[config.mk]
export PLATFORM = sky130hd
export DESIGN_NAME = slx_crossbar
export DESIGN_NICKNAME = d
export VERILOG_FILES = /design/src/slx_pkg.sv /design/src/slx_crossbar.sv /design/src/slx_fifo.sv
export SDC_FILE = /design/constraint.sdc
export NUM_CORES = 2
export LEC_CHECK = 0
export BUFFER_PORTS_ARGS = -buffer_cell sky130_fd_sc_hd__buf_4
export CAP_MARGIN = 15
export CORE_MARGIN = 1
export CORE_UTILIZATION = 35
export DETAILED_ROUTE_END_ITERATION = 16
export GPL_TIMING_DRIVEN = 1
export MAX_ROUTING_LAYER = met4
export SLEW_MARGIN = 20
export SYNTH_ARGS = -nofsm -noshare
export SYNTH_HDL_FRONTEND = slang
export SYNTH_SLANG_ARGS = --single-unit
[constraint.sdc]
create_clock -name clk_sys -period 10.9 [get_ports clk_sys]
set_input_delay 0.545 -clock clk_sys [delete_from_list [all_inputs] [get_ports clk_sys]]
set_output_delay 0.545 -clock clk_sys [all_outputs]
set_load 0.01 [all_outputs]
[src/slx_pkg.sv]
// Purpose: Shared constants and types for the lane crossbar and status block.
// Assumes: Byte-wide configuration bank, one register per printed address.
// Notes: Selector codes are physical input numbers, 0 to 7.
// Contract
// Selector code n routes physical input n.
// Lane 4 selector low bits, resets 4.
// Lanes 5, 7 selectors bits 5:3, reset 5, 7.
// Lane 6 selector low bits, resets 6.
// Full status byte, bit per input, resets 0.
// Empty status byte, bit per input.
// Lanes 0 to 3 selectors, identity reset.
// Status reads live, no side effects.
package slx_pkg;
  // Lane counts and widths
  localparam int SLX_LANES = 8;
  localparam int SLX_SEL_W = 3;
  localparam int SLX_BYTE_W = 8;
  localparam int SLX_ADDR_W = 12;
  localparam int SLX_DATA_W = 32;
  localparam int SLX_FIFO_DEPTH = 8;
  // Register addresses
  localparam logic [11:0] SLX_OFF_SEL_0_1 = 12'h0308;
  localparam logic [11:0] SLX_OFF_SEL_2_3 = 12'h0309;
  localparam logic [11:0] SLX_OFF_SEL_4_5 = 12'h030A;
  localparam logic [11:0] SLX_OFF_SEL_6_7 = 12'h030B;
  localparam logic [11:0] SLX_OFF_FULL = 12'h030C;
  localparam logic [11:0] SLX_OFF_EMPTY = 12'h030D;
  // Field positions inside a selector register
  localparam int SLX_LO_LSB = 0;
  localparam int SLX_HI_LSB = 3;
  localparam int SLX_RSVD_LSB = 6;
  localparam logic [1:0] SLX_RSVD_VAL = 2'h0;
  // Reset values
  localparam logic [7:0] SLX_FULL_RST = 8'h00;
  localparam logic [7:0] SLX_EMPTY_RST = 8'hFF;
  localparam logic [7:0] SLX_RDATA_RST = 8'h00;
  localparam logic [2:0] SLX_RST_SEL [SLX_LANES] =
    '{3'h0, 3'h1, 3'h2, 3'h3, 3'h4, 3'h5, 3'h6, 3'h7};
  // Kind of register an address hits
  typedef enum logic [2:0] {
    SLX_REG_SEL01 = 3'b000,
    SLX_REG_SEL23 = 3'b001,
    SLX_REG_SEL45 = 3'b010,
    SLX_REG_SEL67 = 3'b011,
    SLX_REG_FULL = 3'b100,
    SLX_REG_EMPTY = 3'b101,
    SLX_REG_NONE = 3'b110
  } slx_reg_t;
  // Address decode shared by write and read paths
  function automatic slx_reg_t slx_decode(input logic [11:0] addr);
    slx_reg_t kind;
    kind = SLX_REG_NONE;
    if (addr == SLX_OFF_SEL_0_1) kind = SLX_REG_SEL01;
    if (addr == SLX_OFF_SEL_2_3) kind = SLX_REG_SEL23;
    if (addr == SLX_OFF_SEL_4_5) kind = SLX_REG_SEL45;
    if (addr == SLX_OFF_SEL_6_7) kind = SLX_REG_SEL67;
    if (addr == SLX_OFF_FULL) kind = SLX_REG_FULL;
    if (addr == SLX_OFF_EMPTY) kind = SLX_REG_EMPTY;
    return kind;
  endfunction
endpackage

[src/slx_crossbar.sv]
// Purpose: Receive lane crossbar, eight physical inputs onto eight logical lanes.
// Assumes: Deserialized words arrive on clk_sys; register port is synchronous.
// Notes: One buffer per physical input; lanes sharing a source pop together.
module slx_crossbar
  import slx_pkg::*;
#(
  parameter int DATA_W = SLX_DATA_W,
  parameter int DEPTH = SLX_FIFO_DEPTH
) (
  input wire logic clk_sys,
  input wire logic nrst,
  // Configuration register port
  input wire logic [SLX_ADDR_W-1:0] reg_addr,
  input wire logic [SLX_BYTE_W-1:0] reg_wdata,
  input wire logic reg_wr,
  input wire logic reg_rd,
  output logic [SLX_BYTE_W-1:0] reg_rdata,
  output logic reg_rvalid,
  // Physical serial inputs, one word per lane per cycle
  input wire logic [SLX_LANES-1:0] phys_valid,
  input wire logic [SLX_LANES-1:0][DATA_W-1:0] phys_data,
  output logic [SLX_LANES-1:0] phys_ready,
  // Logical lanes toward the link layer
  output logic [SLX_LANES-1:0] lane_valid,
  output logic [SLX_LANES-1:0][DATA_W-1:0] lane_data,
  input wire logic [SLX_LANES-1:0] lane_ready
);

  // Selector storage, one code per logical lane
  logic [SLX_SEL_W-1:0] sel_reg [SLX_LANES];
  // Decoded access kind of the current address
  slx_reg_t acc_kind;
  // Write strobe for any selector pair
  logic wr_sel;
  // Pair index 0..3 of the addressed selector register
  logic [1:0] wr_pair;
  // Readback byte of each selector pair
  logic [SLX_BYTE_W-1:0] pair_byte [SLX_LANES/2];
  // Read multiplexer result
  logic [SLX_BYTE_W-1:0] rd_mux;
  // Read answer flops
  logic [SLX_BYTE_W-1:0] rdata_reg;
  logic rvalid_reg;

  // Buffer side signals
  logic [SLX_LANES-1:0] f_valid;
  logic [SLX_LANES-1:0] f_pop;
  logic [SLX_LANES-1:0] f_full;
  logic [SLX_LANES-1:0] f_empty;
  logic [DATA_W-1:0] f_data [SLX_LANES];
  // users[n][k]: logical lane k takes from physical input n
  logic [SLX_LANES-1:0] users [SLX_LANES];
  // Lane k output stage can take a new word this cycle
  logic [SLX_LANES-1:0] lane_open;
  // Lane k loads a new word this cycle
  logic [SLX_LANES-1:0] lane_load;
  // Word offered to lane k by its current source
  logic [DATA_W-1:0] lane_src_data [SLX_LANES];
  // Output stage flops
  logic [SLX_LANES-1:0] lane_valid_reg;
  logic [SLX_LANES-1:0] lane_valid_next;
  logic [SLX_LANES-1:0][DATA_W-1:0] lane_data_reg;

  // Register decode, shared by writes and reads
  assign acc_kind = slx_decode(reg_addr);
  // Selector kinds have the top code bit clear
  assign wr_sel = reg_wr && !acc_kind[2];
  assign wr_pair = acc_kind[1:0];

  // Selector registers, two per byte
  for (genvar k = 0; k < SLX_LANES; k++) begin : g_sel
    localparam logic [1:0] PAIR = 2'(k / 2);
    localparam int LSB = (k % 2 == 1) ? SLX_HI_LSB : SLX_LO_LSB;
    wire hit = wr_sel && (wr_pair == PAIR);
    wire [SLX_SEL_W-1:0] field = reg_wdata[LSB +: SLX_SEL_W];
    // Identity mapping out of reset, any code writable
    always_ff @(posedge clk_sys or negedge nrst) begin
      if (!nrst) begin
        sel_reg[k] <= SLX_RST_SEL[k];
      end else if (hit) begin
        sel_reg[k] <= field;
      end
    end
  end

  // Readback bytes; reserved bits fixed at zero
  for (genvar p = 0; p < SLX_LANES / 2; p++) begin : g_pair
    assign pair_byte[p] = {SLX_RSVD_VAL, sel_reg[2*p+1], sel_reg[2*p]};
  end

  // Read selection; unmapped addresses answer zero
  assign rd_mux = !acc_kind[2] ? pair_byte[wr_pair] :
                  (acc_kind == SLX_REG_FULL) ? f_full :
                  (acc_kind == SLX_REG_EMPTY) ? f_empty :
                  SLX_RDATA_RST;

  // Read answer one cycle after the strobe
  // Status is sampled, never cleared, so reads disturb nothing
  always_ff @(posedge clk_sys or negedge nrst) begin
    if (!nrst) begin
      rdata_reg <= SLX_RDATA_RST;
      rvalid_reg <= 1'b0;
    end else begin
      rvalid_reg <= reg_rd;
      if (reg_rd) rdata_reg <= rd_mux;
    end
  end

  // One buffer behind each physical input
  for (genvar n = 0; n < SLX_LANES; n++) begin : g_fifo
    slx_fifo #(
      .W(DATA_W),
      .DEPTH(DEPTH)
    ) u_fifo (
      .clk_sys(clk_sys),
      .nrst(nrst),
      .in_valid(phys_valid[n]),
      .in_ready(phys_ready[n]),
      .in_data(phys_data[n]),
      .out_valid(f_valid[n]),
      .out_ready(f_pop[n]),
      .out_data(f_data[n]),
      .full(f_full[n]),
      .empty(f_empty[n])
    );
  end

  // Who listens to which input
  for (genvar n = 0; n < SLX_LANES; n++) begin : g_use
    for (genvar k = 0; k < SLX_LANES; k++) begin : g_k
      assign users[n][k] = (sel_reg[k] == SLX_SEL_W'(n));
    end
    // Pop only when every listening lane has room, so a shared
    // source is broadcast; a slow lane stalls all of its peers
    wire blocked = |(users[n] & ~lane_open);
    assign f_pop[n] = f_valid[n] && (|users[n]) && !blocked;
  end

  // Output stage per logical lane
  for (genvar k = 0; k < SLX_LANES; k++) begin : g_lane
    assign lane_open[k] = !lane_valid_reg[k] || lane_ready[k];
    assign lane_src_data[k] = f_data[sel_reg[k]];
    assign lane_load[k] = f_pop[sel_reg[k]];
    assign lane_valid_next[k] = lane_load[k] || (lane_valid_reg[k] && !lane_ready[k]);
    // Hold a word until the link layer takes it
    always_ff @(posedge clk_sys or negedge nrst) begin
      if (!nrst) begin
        lane_valid_reg[k] <= 1'b0;
        lane_data_reg[k] <= '0;
      end else begin
        lane_valid_reg[k] <= lane_valid_next[k];
        if (lane_load[k]) lane_data_reg[k] <= lane_src_data[k];
      end
    end
  end

  // Outputs, each straight from a flop
  assign reg_rdata = rdata_reg;
  assign reg_rvalid = rvalid_reg;
  assign lane_valid = lane_valid_reg;
  assign lane_data = lane_data_reg;

  // Checking helpers
  // Set by the first register write after reset
  logic wrote_reg;
  always_ff @(posedge clk_sys or negedge nrst) begin
    if (!nrst) wrote_reg <= 1'b0;
    else if (reg_wr) wrote_reg <= 1'b1;
  end
  // Lane 4 source word for route checking
  logic [DATA_W-1:0] src4;
  assign src4 = lane_src_data[4];
  // Any buffer moving this cycle
  logic f_move;
  assign f_move = (|f_pop) || (|(phys_valid & phys_ready));
endmodule

[src/slx_fifo.sv]
// Purpose: Per-input lane buffer with registered full and empty flags.
// Assumes: DEPTH is at least two; producer and consumer on clk_sys.
// Notes: in_ready is a flop so back-pressure leaves the block registered.
module slx_fifo #(
  parameter int W = 32,
  parameter int DEPTH = 8
) (
  input wire logic clk_sys,
  input wire logic nrst,
  input wire logic in_valid,
  output logic in_ready,
  input wire logic [W-1:0] in_data,
  output logic out_valid,
  input wire logic out_ready,
  output logic [W-1:0] out_data,
  output logic full,
  output logic empty
);
  localparam int AW = $clog2(DEPTH);
  localparam logic [AW-1:0] LAST = AW'(DEPTH - 1);
  localparam logic [AW:0] CNT_FULL = (AW + 1)'(DEPTH);
  localparam logic [AW:0] CNT_ZERO = '0;
  localparam logic [AW:0] CNT_ONE = (AW + 1)'(1);

  // Storage
  logic [W-1:0] mem [DEPTH];
  logic [AW-1:0] wr_ptr_reg;
  logic [AW-1:0] rd_ptr_reg;
  logic [AW:0] count_reg;
  logic [AW:0] count_next;
  logic full_reg;
  logic empty_reg;
  logic ready_reg;

  // Pointer step with wrap, valid for any depth
  function automatic logic [AW-1:0] step(input logic [AW-1:0] p);
    return (p == LAST) ? '0 : AW'(p + 1'b1);
  endfunction

  // Handshakes; pop only ever sees a stored word
  wire push = in_valid && ready_reg;
  wire pop = out_ready && !empty_reg;
  assign count_next = push && !pop ? (AW + 1)'(count_reg + CNT_ONE) :
                      pop && !push ? (AW + 1)'(count_reg - CNT_ONE) : count_reg;

  // Pointers, count and flags
  always_ff @(posedge clk_sys or negedge nrst) begin
    if (!nrst) begin
      wr_ptr_reg <= '0;
      rd_ptr_reg <= '0;
      count_reg <= '0;
      full_reg <= 1'b0;
      empty_reg <= 1'b1;
      ready_reg <= 1'b1;
    end else begin
      if (push) wr_ptr_reg <= step(wr_ptr_reg);
      if (pop) rd_ptr_reg <= step(rd_ptr_reg);
      count_reg <= count_next;
      full_reg <= (count_next == CNT_FULL);
      empty_reg <= (count_next == CNT_ZERO);
      ready_reg <= (count_next != CNT_FULL);
    end
  end

  // Data array, no reset needed
  always_ff @(posedge clk_sys) begin
    if (push) mem[wr_ptr_reg] <= in_data;
  end

  assign in_ready = ready_reg;
  assign out_valid = !empty_reg;
  assign out_data = mem[rd_ptr_reg];
  assign full = full_reg;
  assign empty = empty_reg;
endmodule

* Word level (Yosys, flattened, before mapping)
Memory sizes are Yosys's and may differ from the RTL's. Cells that the tools add are included.
Operators by class: bitwise operators 18, $add $sub $neg 32, equal/unequal tests 99, muxes and demuxes 100, reduce and logical (&&, ||, !) cells 159, $lt $le $gt $ge 17
Operators by type and width (count):
- $bmux W32 S3 | 8
- $mux W32 | 16
- $eq A3 B3 Y1 const B | 50
- $reduce_or A8 Y1 | 16
- $eq A12 B10 Y1 const B | 6
- $mux W3 | 22
- $and A8 B8 Y8 | 8
- $mux W4 | 16
- $logic_and A1 B1 Y1 | 61
- $logic_not A1 Y1 | 49
- $add A3 B1 Y3 const B | 16
- $eq A3 B2 Y1 const B | 16
- $mux W8 | 5
- $add A4 B1 Y4 const B | 8
- $eq A4 B4 Y1 const B | 8
- $ge A4 B4 Y1 const B | 8
- $logic_not A4 Y1 | 8
- $lt A3 B4 Y1 const B | 8
- $ne A4 B4 Y1 const B | 8
- $not A3 Y4 | 8
- $sub A4 B1 Y4 const B | 8
- $bmux W1 S3 | 8
- $eq A3 B1 Y1 const B | 8
- $logic_not A3 Y1 | 8
- other kinds (9) | 48
Storage, ports and cells: memories 8, logic and storage cells 507, input bits 296, RAM bits 2048, output and inout port bits 281, register bits after elaboration 401
Memories:
- g_fifo[0].u_fifo.mem | words 8, bits a word 32, read ports 1, clocked after memory_dff 0, write ports 1, RTL line slx_fifo.sv:26 | logic [W-1:0] mem [DEPTH];
- g_fifo[1].u_fifo.mem | words 8, bits a word 32, read ports 1, clocked after memory_dff 0, write ports 1, RTL line slx_fifo.sv:26
- g_fifo[2].u_fifo.mem | words 8, bits a word 32, read ports 1, clocked after memory_dff 0, write ports 1, RTL line slx_fifo.sv:26
- g_fifo[3].u_fifo.mem | words 8, bits a word 32, read ports 1, clocked after memory_dff 0, write ports 1, RTL line slx_fifo.sv:26
- g_fifo[4].u_fifo.mem | words 8, bits a word 32, read ports 1, clocked after memory_dff 0, write ports 1, RTL line slx_fifo.sv:26
- g_fifo[5].u_fifo.mem | words 8, bits a word 32, read ports 1, clocked after memory_dff 0, write ports 1, RTL line slx_fifo.sv:26
- +2 memories

* Longest topological paths before layout
depth after elaboration 12, mapped depth 13

* Cells and area by module
From an unflattened synthesis, not the netlist that was laid out.
Second synthesis, totals: cells, all modules 5631, area total of the unflattened synthesis 111749.7 um2
Modules (own cells, without submodules):
- slx_fifo at g_fifo[0].u_fifo ... | cells an instance 450, sequential area each 8015.2 um2, times used 3, area an instance 10364.9 um2
- slx_fifo at g_fifo[4].u_fifo ... | cells an instance 450, sequential area each 8015.2 um2, times used 3, area an instance 10361.2 um2
- slx_crossbar | cells an instance 2021, sequential area each 7447.1 um2, times used 1, area an instance 28831.4 um2
- slx_fifo at g_fifo[1].u_fifo | cells an instance 458, sequential area each 8015.2 um2, times used 1, area an instance 10378.7 um2
- slx_fifo at g_fifo[7].u_fifo | cells an instance 452, sequential area each 8015.2 um2, times used 1, area an instance 10361.2 um2

* Worst setup path after synthesis
No wires, ideal clock.
kind input port to flip-flop, start input port phys_valid[5], end memory g_fifo[5].u_fifo.mem[2][0] (enable), library setup time 0.513 ns, data required time 10.387 ns, stages on the path 2, slack 6.291 ns, data arrival time 4.096 ns, cells stage by stage nand2_1 nor4b_1
Between the ends: word-level cells in the longest chain between the ends 3
Ends and longest elaborated chain:
- start, declared | RTL line slx_crossbar.sv:20 | input wire logic [SLX_LANES-1:0] phys_valid,
- $logic_and A1 B1 Y1 | RTL line slx_fifo.sv:41 | wire push = in_valid && ready_reg;
- $mux W1 | RTL line slx_fifo.sv:67 | if (push) mem[wr_ptr_reg] <= in_data;
- $mux W1 (not written as such) | RTL line slx_fifo.sv:67
- end, declared | RTL line slx_fifo.sv:26
Every way passes these cells.

* Worst setup path in the final report
start register sel_reg, in the netlist pair_byte[3], end register lane_data_reg, in the netlist lane_data[28]
Between the ends: word-level cells in the longest chain between the ends 7, elaborated cells between the ends (all ways) 58, those cells by class eq/ne: 7; mux: 2; bitwise: 8; reduce/logical: 41
Ends and longest elaborated chain:
- start, declared | RTL line slx_crossbar.sv:30 | logic [SLX_SEL_W-1:0] sel_reg [SLX_LANES];
- start signal, assigned by index | RTL line slx_crossbar.sv:79 | sel_reg[k] <= SLX_RST_SEL[k];
- start signal, assigned by index | RTL line slx_crossbar.sv:81 | sel_reg[k] <= field;
- $eq A3 B1 Y1 (tied with other cells) | RTL line slx_crossbar.sv:131 | assign users[n][k] = (sel_reg[k] == SLX_SEL_W'(n));
- $and A8 B8 Y8 | RTL line slx_crossbar.sv:135 | wire blocked = |(users[n] & ~lane_open);
- $reduce_or A8 Y1 | RTL line slx_crossbar.sv:135
- $logic_not A1 Y1 | RTL line slx_crossbar.sv:136 | assign f_pop[n] = f_valid[n] && (|users[n]) && !blocked;
- $logic_and A1 B1 Y1 | RTL line slx_crossbar.sv:136
- $bmux W1 S3 * | RTL line slx_crossbar.sv:143 | assign lane_load[k] = f_pop[sel_reg[k]];
- $mux W1 (not written as such) * | RTL line slx_crossbar.sv:143
- end signal, assigned by index | RTL line slx_crossbar.sv:152 | if (lane_load[k]) lane_data_reg[k] <= lane_src_data[k];
- end, declared | RTL line slx_crossbar.sv:62 | logic [SLX_LANES-1:0][DATA_W-1:0] lane_data_reg;
Every way passes the cells marked *; elsewhere a longest branch is shown, timed or not. The select of a mux whose other input is x is not followed. A chain may end at the register's enable or synchronous reset.

==> qor.yml <==
layout:
  largest_reg_flops: 2048
  nets: 7601
  syn_to_final_growth_pct: 19.6
  drive_gt1_share_pct: 35.3
  final_cell_area_um2: 132000
pwr:
  comb_power_share_pct: 33.7
  power_density_nw_per_um2: 261
  leakagePower_nw: 44.1
  p_switching_mw: 12.5
  p_sw_share_pct: 36.2
  internal_power_mw: 22.0
  vdd_drop_max_mv: 0.189
  seqPwrFrac_pct: 40.0
  clkPwrFrac_pct: 26.2
global_routing:
  met3_usage_pct: 8.83
  met1_usage_pct: 32.8
  grt_pass1_wl_um: 550000
  grt_max_degree: 138
  busiest_layer: "met2"
  grt_overflow: 0
  antenna_found_initial: 91
  use_met2_pct: 36.6
  grt_pass1_vias: 67200
  grt_usage_pct: 25.8
cts:
  root_buffer: "clkbuf_16"
  clk_pin_slew_ns: 0.06
  htree_levels: 5
  cts_tree: "built"
  cts_resized: 0
  ctsLongestPathBuffers: 4
  numCtsBuffers: 272
  cts.sinks: 2449
  insertion_delay_ns: 0.92
synthesis:
  yosysMostFrequentCell: "edfxtp_1"
  async_reset_ff_share_pct: 16.4
  yosys_warnings: 0
  synth_cell_types: 93
  syn_nets: 6704
  synth_edf_count: 2048
  synth_area_per_cell_um2: 17.4
  synth_simple_gate_area_share_pct: 4.21
  synth-xor-area-share_pct: 0.244
  yosys.area_share.adder_pct: 0.561
  synth_top_area_share_pct: 55.6
  ys_ff_latch: 2449
  synth_largest_area_cell: "edfxtp_1"
  syn_inst: 6360
  synth_top_family_by_area: "multiplexers"
  yosysSeqAreaShare_pct: 64.7
  synth.cell_area_um2: 111000
  synth_top_cells_by_count: "edfxtp_1 (2048), mux4_2 (874), nor2_1 (379)"
  muxShareOfSynthArea_pct: 23.6
  ys.flop_type: "edfxtp_1"
  synth.area.top_cells: "edfxtp_1 (56%), mux4_2 (18%), dfrtp_1 (8.4%), mux2_2 (2.8%), mux2i_1 (1.8%)"
  synth-compound-area-share_pct: 4.68
routing:
  postRouteAntennaNets: 0
  route.detailed.drc: 0
  wl_per_cell_um: 34.6
  routed_wl_um: 405000
  avgViaCountPerCell: 5.87
  drt_first_pass_iters: 7
  first_iter_violations: 9472
  vias: 68800
setup_path:
  path_cells: "buf_4 > nor3b_1 > a2111oi_0 > o2111ai_1 > nand3_1 > o21ai_0 > mux4_4 > o211ai_1 > o21a_1"
  path_class: "register to register"
  timing.critical_path.required_ns: 11.72
  end_kind: "register"
  start_kind: "register"
  crit_family: "compound AO/OA/AOI/OAI gates"
  slowest_delay_ns: 1.10
  cp_max_fo: 65
  slowest_stage: "dfstp_2"
  worstPathArrival_ns: 6.54
  critPathBufInv: 1
die:
  dieArea_um2: 318000
  coreArea_um2: 315000
  die_h_um: 564
  start_util_pct: 35.2
  pin_count: 577
  chipWidth_um: 564
  placementRows: 206
timing:
  finalCriticalPeriod_ns: 5.72
  finalSetupTns_ns: 0
  slew_viol_final: 0
  finClkSkew_ns: 0.0685
  hold_viol_final: 0
  finalSetupViolCount: 0
  maxSlewHeadroom_pct: 14.9
  min_period_over_period_pct: 52.5
  max_freq_ghz: 0.175
  tightestPinTransition_ns: 1.25
  rsz0062_at_grt: "no"
min_path:
  hp-class: "input pin to register"
placement:
  place_area_um2: 121000
  io_buffers: 574
  hpwl_um: 282000
  gp_congestion: 1.01
status:
  status: "finished clean"
run:
  cap_violations: 0
worst paths after layout:
path | startpoint | depth (start not counted) | to | slack (ns)
setup / recovery | pair_byte[3]$_DFFE_PN1P_ | 9 | lane_data[28]$_DFFE_PN0P_ | 5.18
hold / removal | phys_valid[7] | 4 | g_fifo[7].u_fifo.count_reg[1]$_DFF_PN0_ | 0.08
setup reg to reg | pair_byte[3]$_DFFE_PN1P_ | 9 | lane_data[28]$_DFFE_PN0P_ | 5.18
hold reg to reg | g_fifo[6].u_fifo.count_reg[3]$_DFF_PN0_ | 1 | g_fifo[6].u_fifo.count_reg[3]$_DFF_PN0_ | 0.49
max in group asynchronous | nrst | 4 | g_fifo[6].u_fifo.rd_ptr_reg[0]$_DFFE_PN0P_ | 8.54
min in group asynchronous | nrst | 2 | g_fifo[1].u_fifo.wr_ptr_reg[1]$_DFFE_PN0P_ | 0.27
cell families (layout without fill, tap and decap cells):
logic type / count (synthesis) / count (layout)
DFF: 2449 / 2449
muxes: 1440 / 1440
and+or+nand+nor: 1040 / 1040
AOI/OAI and AO/OA: 842 / 842
buffers and inverters: 509 / 1617
adders and majority gates: 50 / 50
xor gates and xnor gates: 30 / 30
other: 0 / 81
tightest hold or removal path: stages:
cell,delay (ns)
buf_4,0.11
a21oi_1,0.10
nor2_1,0.10
o31ai_1,0.09
power by group through the flow:
stage,Clock [mW],Sequential (mW),Combinational (mW)
global route,9.56,13.9,12.0
floorplan,0,13.1,6.32
finish,9.07,13.8,11.7
detailed placement,0,14.0,11.3
global placement,0,13.9,11.1
CTS,9.21,13.8,11.4
cell usage in the layout (no fill, tap or decap), drive strengths merged, types with 12 or more instances in the layout:
| cell type | synthesis | routed |
|---|---|---|
| nand3b | 16 | 16 |
| a22oi | 29 | 29 |
| and3 | 12 | 12 |
| a31oi | 28 | 28 |
| o21ai | 231 | 231 |
| nand2b | 39 | 39 |
| dfrtp | 373 | 373 |
| o221ai | 22 | 22 |
| clkinv | 3 | 113 |
| inv | 51 | 65 |
| nand2 | 362 | 362 |
| nor4 | 16 | 16 |
| mux2i | 204 | 204 |
| a21o | 20 | 20 |
| o22ai | 69 | 69 |
| xnor2 | 25 | 25 |
| bufinv | 0 | 19 |
| ha | 48 | 48 |
| mux4 | 874 | 874 |
| nor2 | 381 | 381 |
| and2 | 13 | 13 |
| dlygate4sd3 | 0 | 271 |
| nor3 | 76 | 76 |
| nor2b | 15 | 15 |
| a21oi | 262 | 262 |
| edfxtp | 2048 | 2048 |
| o32ai | 18 | 18 |
| o211ai | 31 | 31 |
| o31ai | 14 | 14 |
| a22o | 13 | 13 |
| dfstp | 28 | 28 |
| mux2 | 362 | 362 |
| nand3 | 46 | 46 |
| buf | 213 | 807 |
| nor3b | 12 | 12 |
| clkbuf | 242 | 337 |
| a211oi | 31 | 31 |
| diode | 0 | 81 |
metrics by stage:
| step | util, % | power [mW] | hold WS [ns] | setup slack [ns] | std cells |
|---|---|---|---|---|---|
| 2_1_floorplan | - | 19.4 | 0.249 | 6.29 | 6360 |
| 3_3_place_gp | 38.3 | 25.0 | 0.475 | 5.33 | 10900 |
| 3_5_place_dp | 38.3 | 25.3 | 0.479 | 5.43 | 10900 |
| 4_1_cts | 42.0 | 34.4 | 0.00233 | 5.43 | 11600 |
| 5_1_grt | 42.0 | 35.5 | 0.0786 | 5.27 | 11700 |
| 6_report | 42.1 | 34.5 | 0.0819 | 5.18 | 11700 |
area by class of cell:
cell class	instances	area [um2]
antenna	81	203
inverter	54	209
fill	27800	182000
tap	4160	5200
clock buffer	337	7190
clock inverter	148	1610
multi-input combinational	3402	37500
sequential	2449	71700
timing repair buffer	1078	8820
per-layer routing:
layer  vias to the layer above  wire length, um  part of all wire (%)
met5                         -                0                     0
met4                         0            24500                   6.1
met3                       918            48000                    12
met2                      4041           176000                    43
met1                     36100           157000                    39
li1                      27700                -                     -
repair_timing:
action	4_1_cts	5_1_grt
hold endpoints to repair	2155	0
hold buffers	271	0
setup endpoints to repair	0	0
buffers inserted	0	0
(Power assumes the default switching activity.)
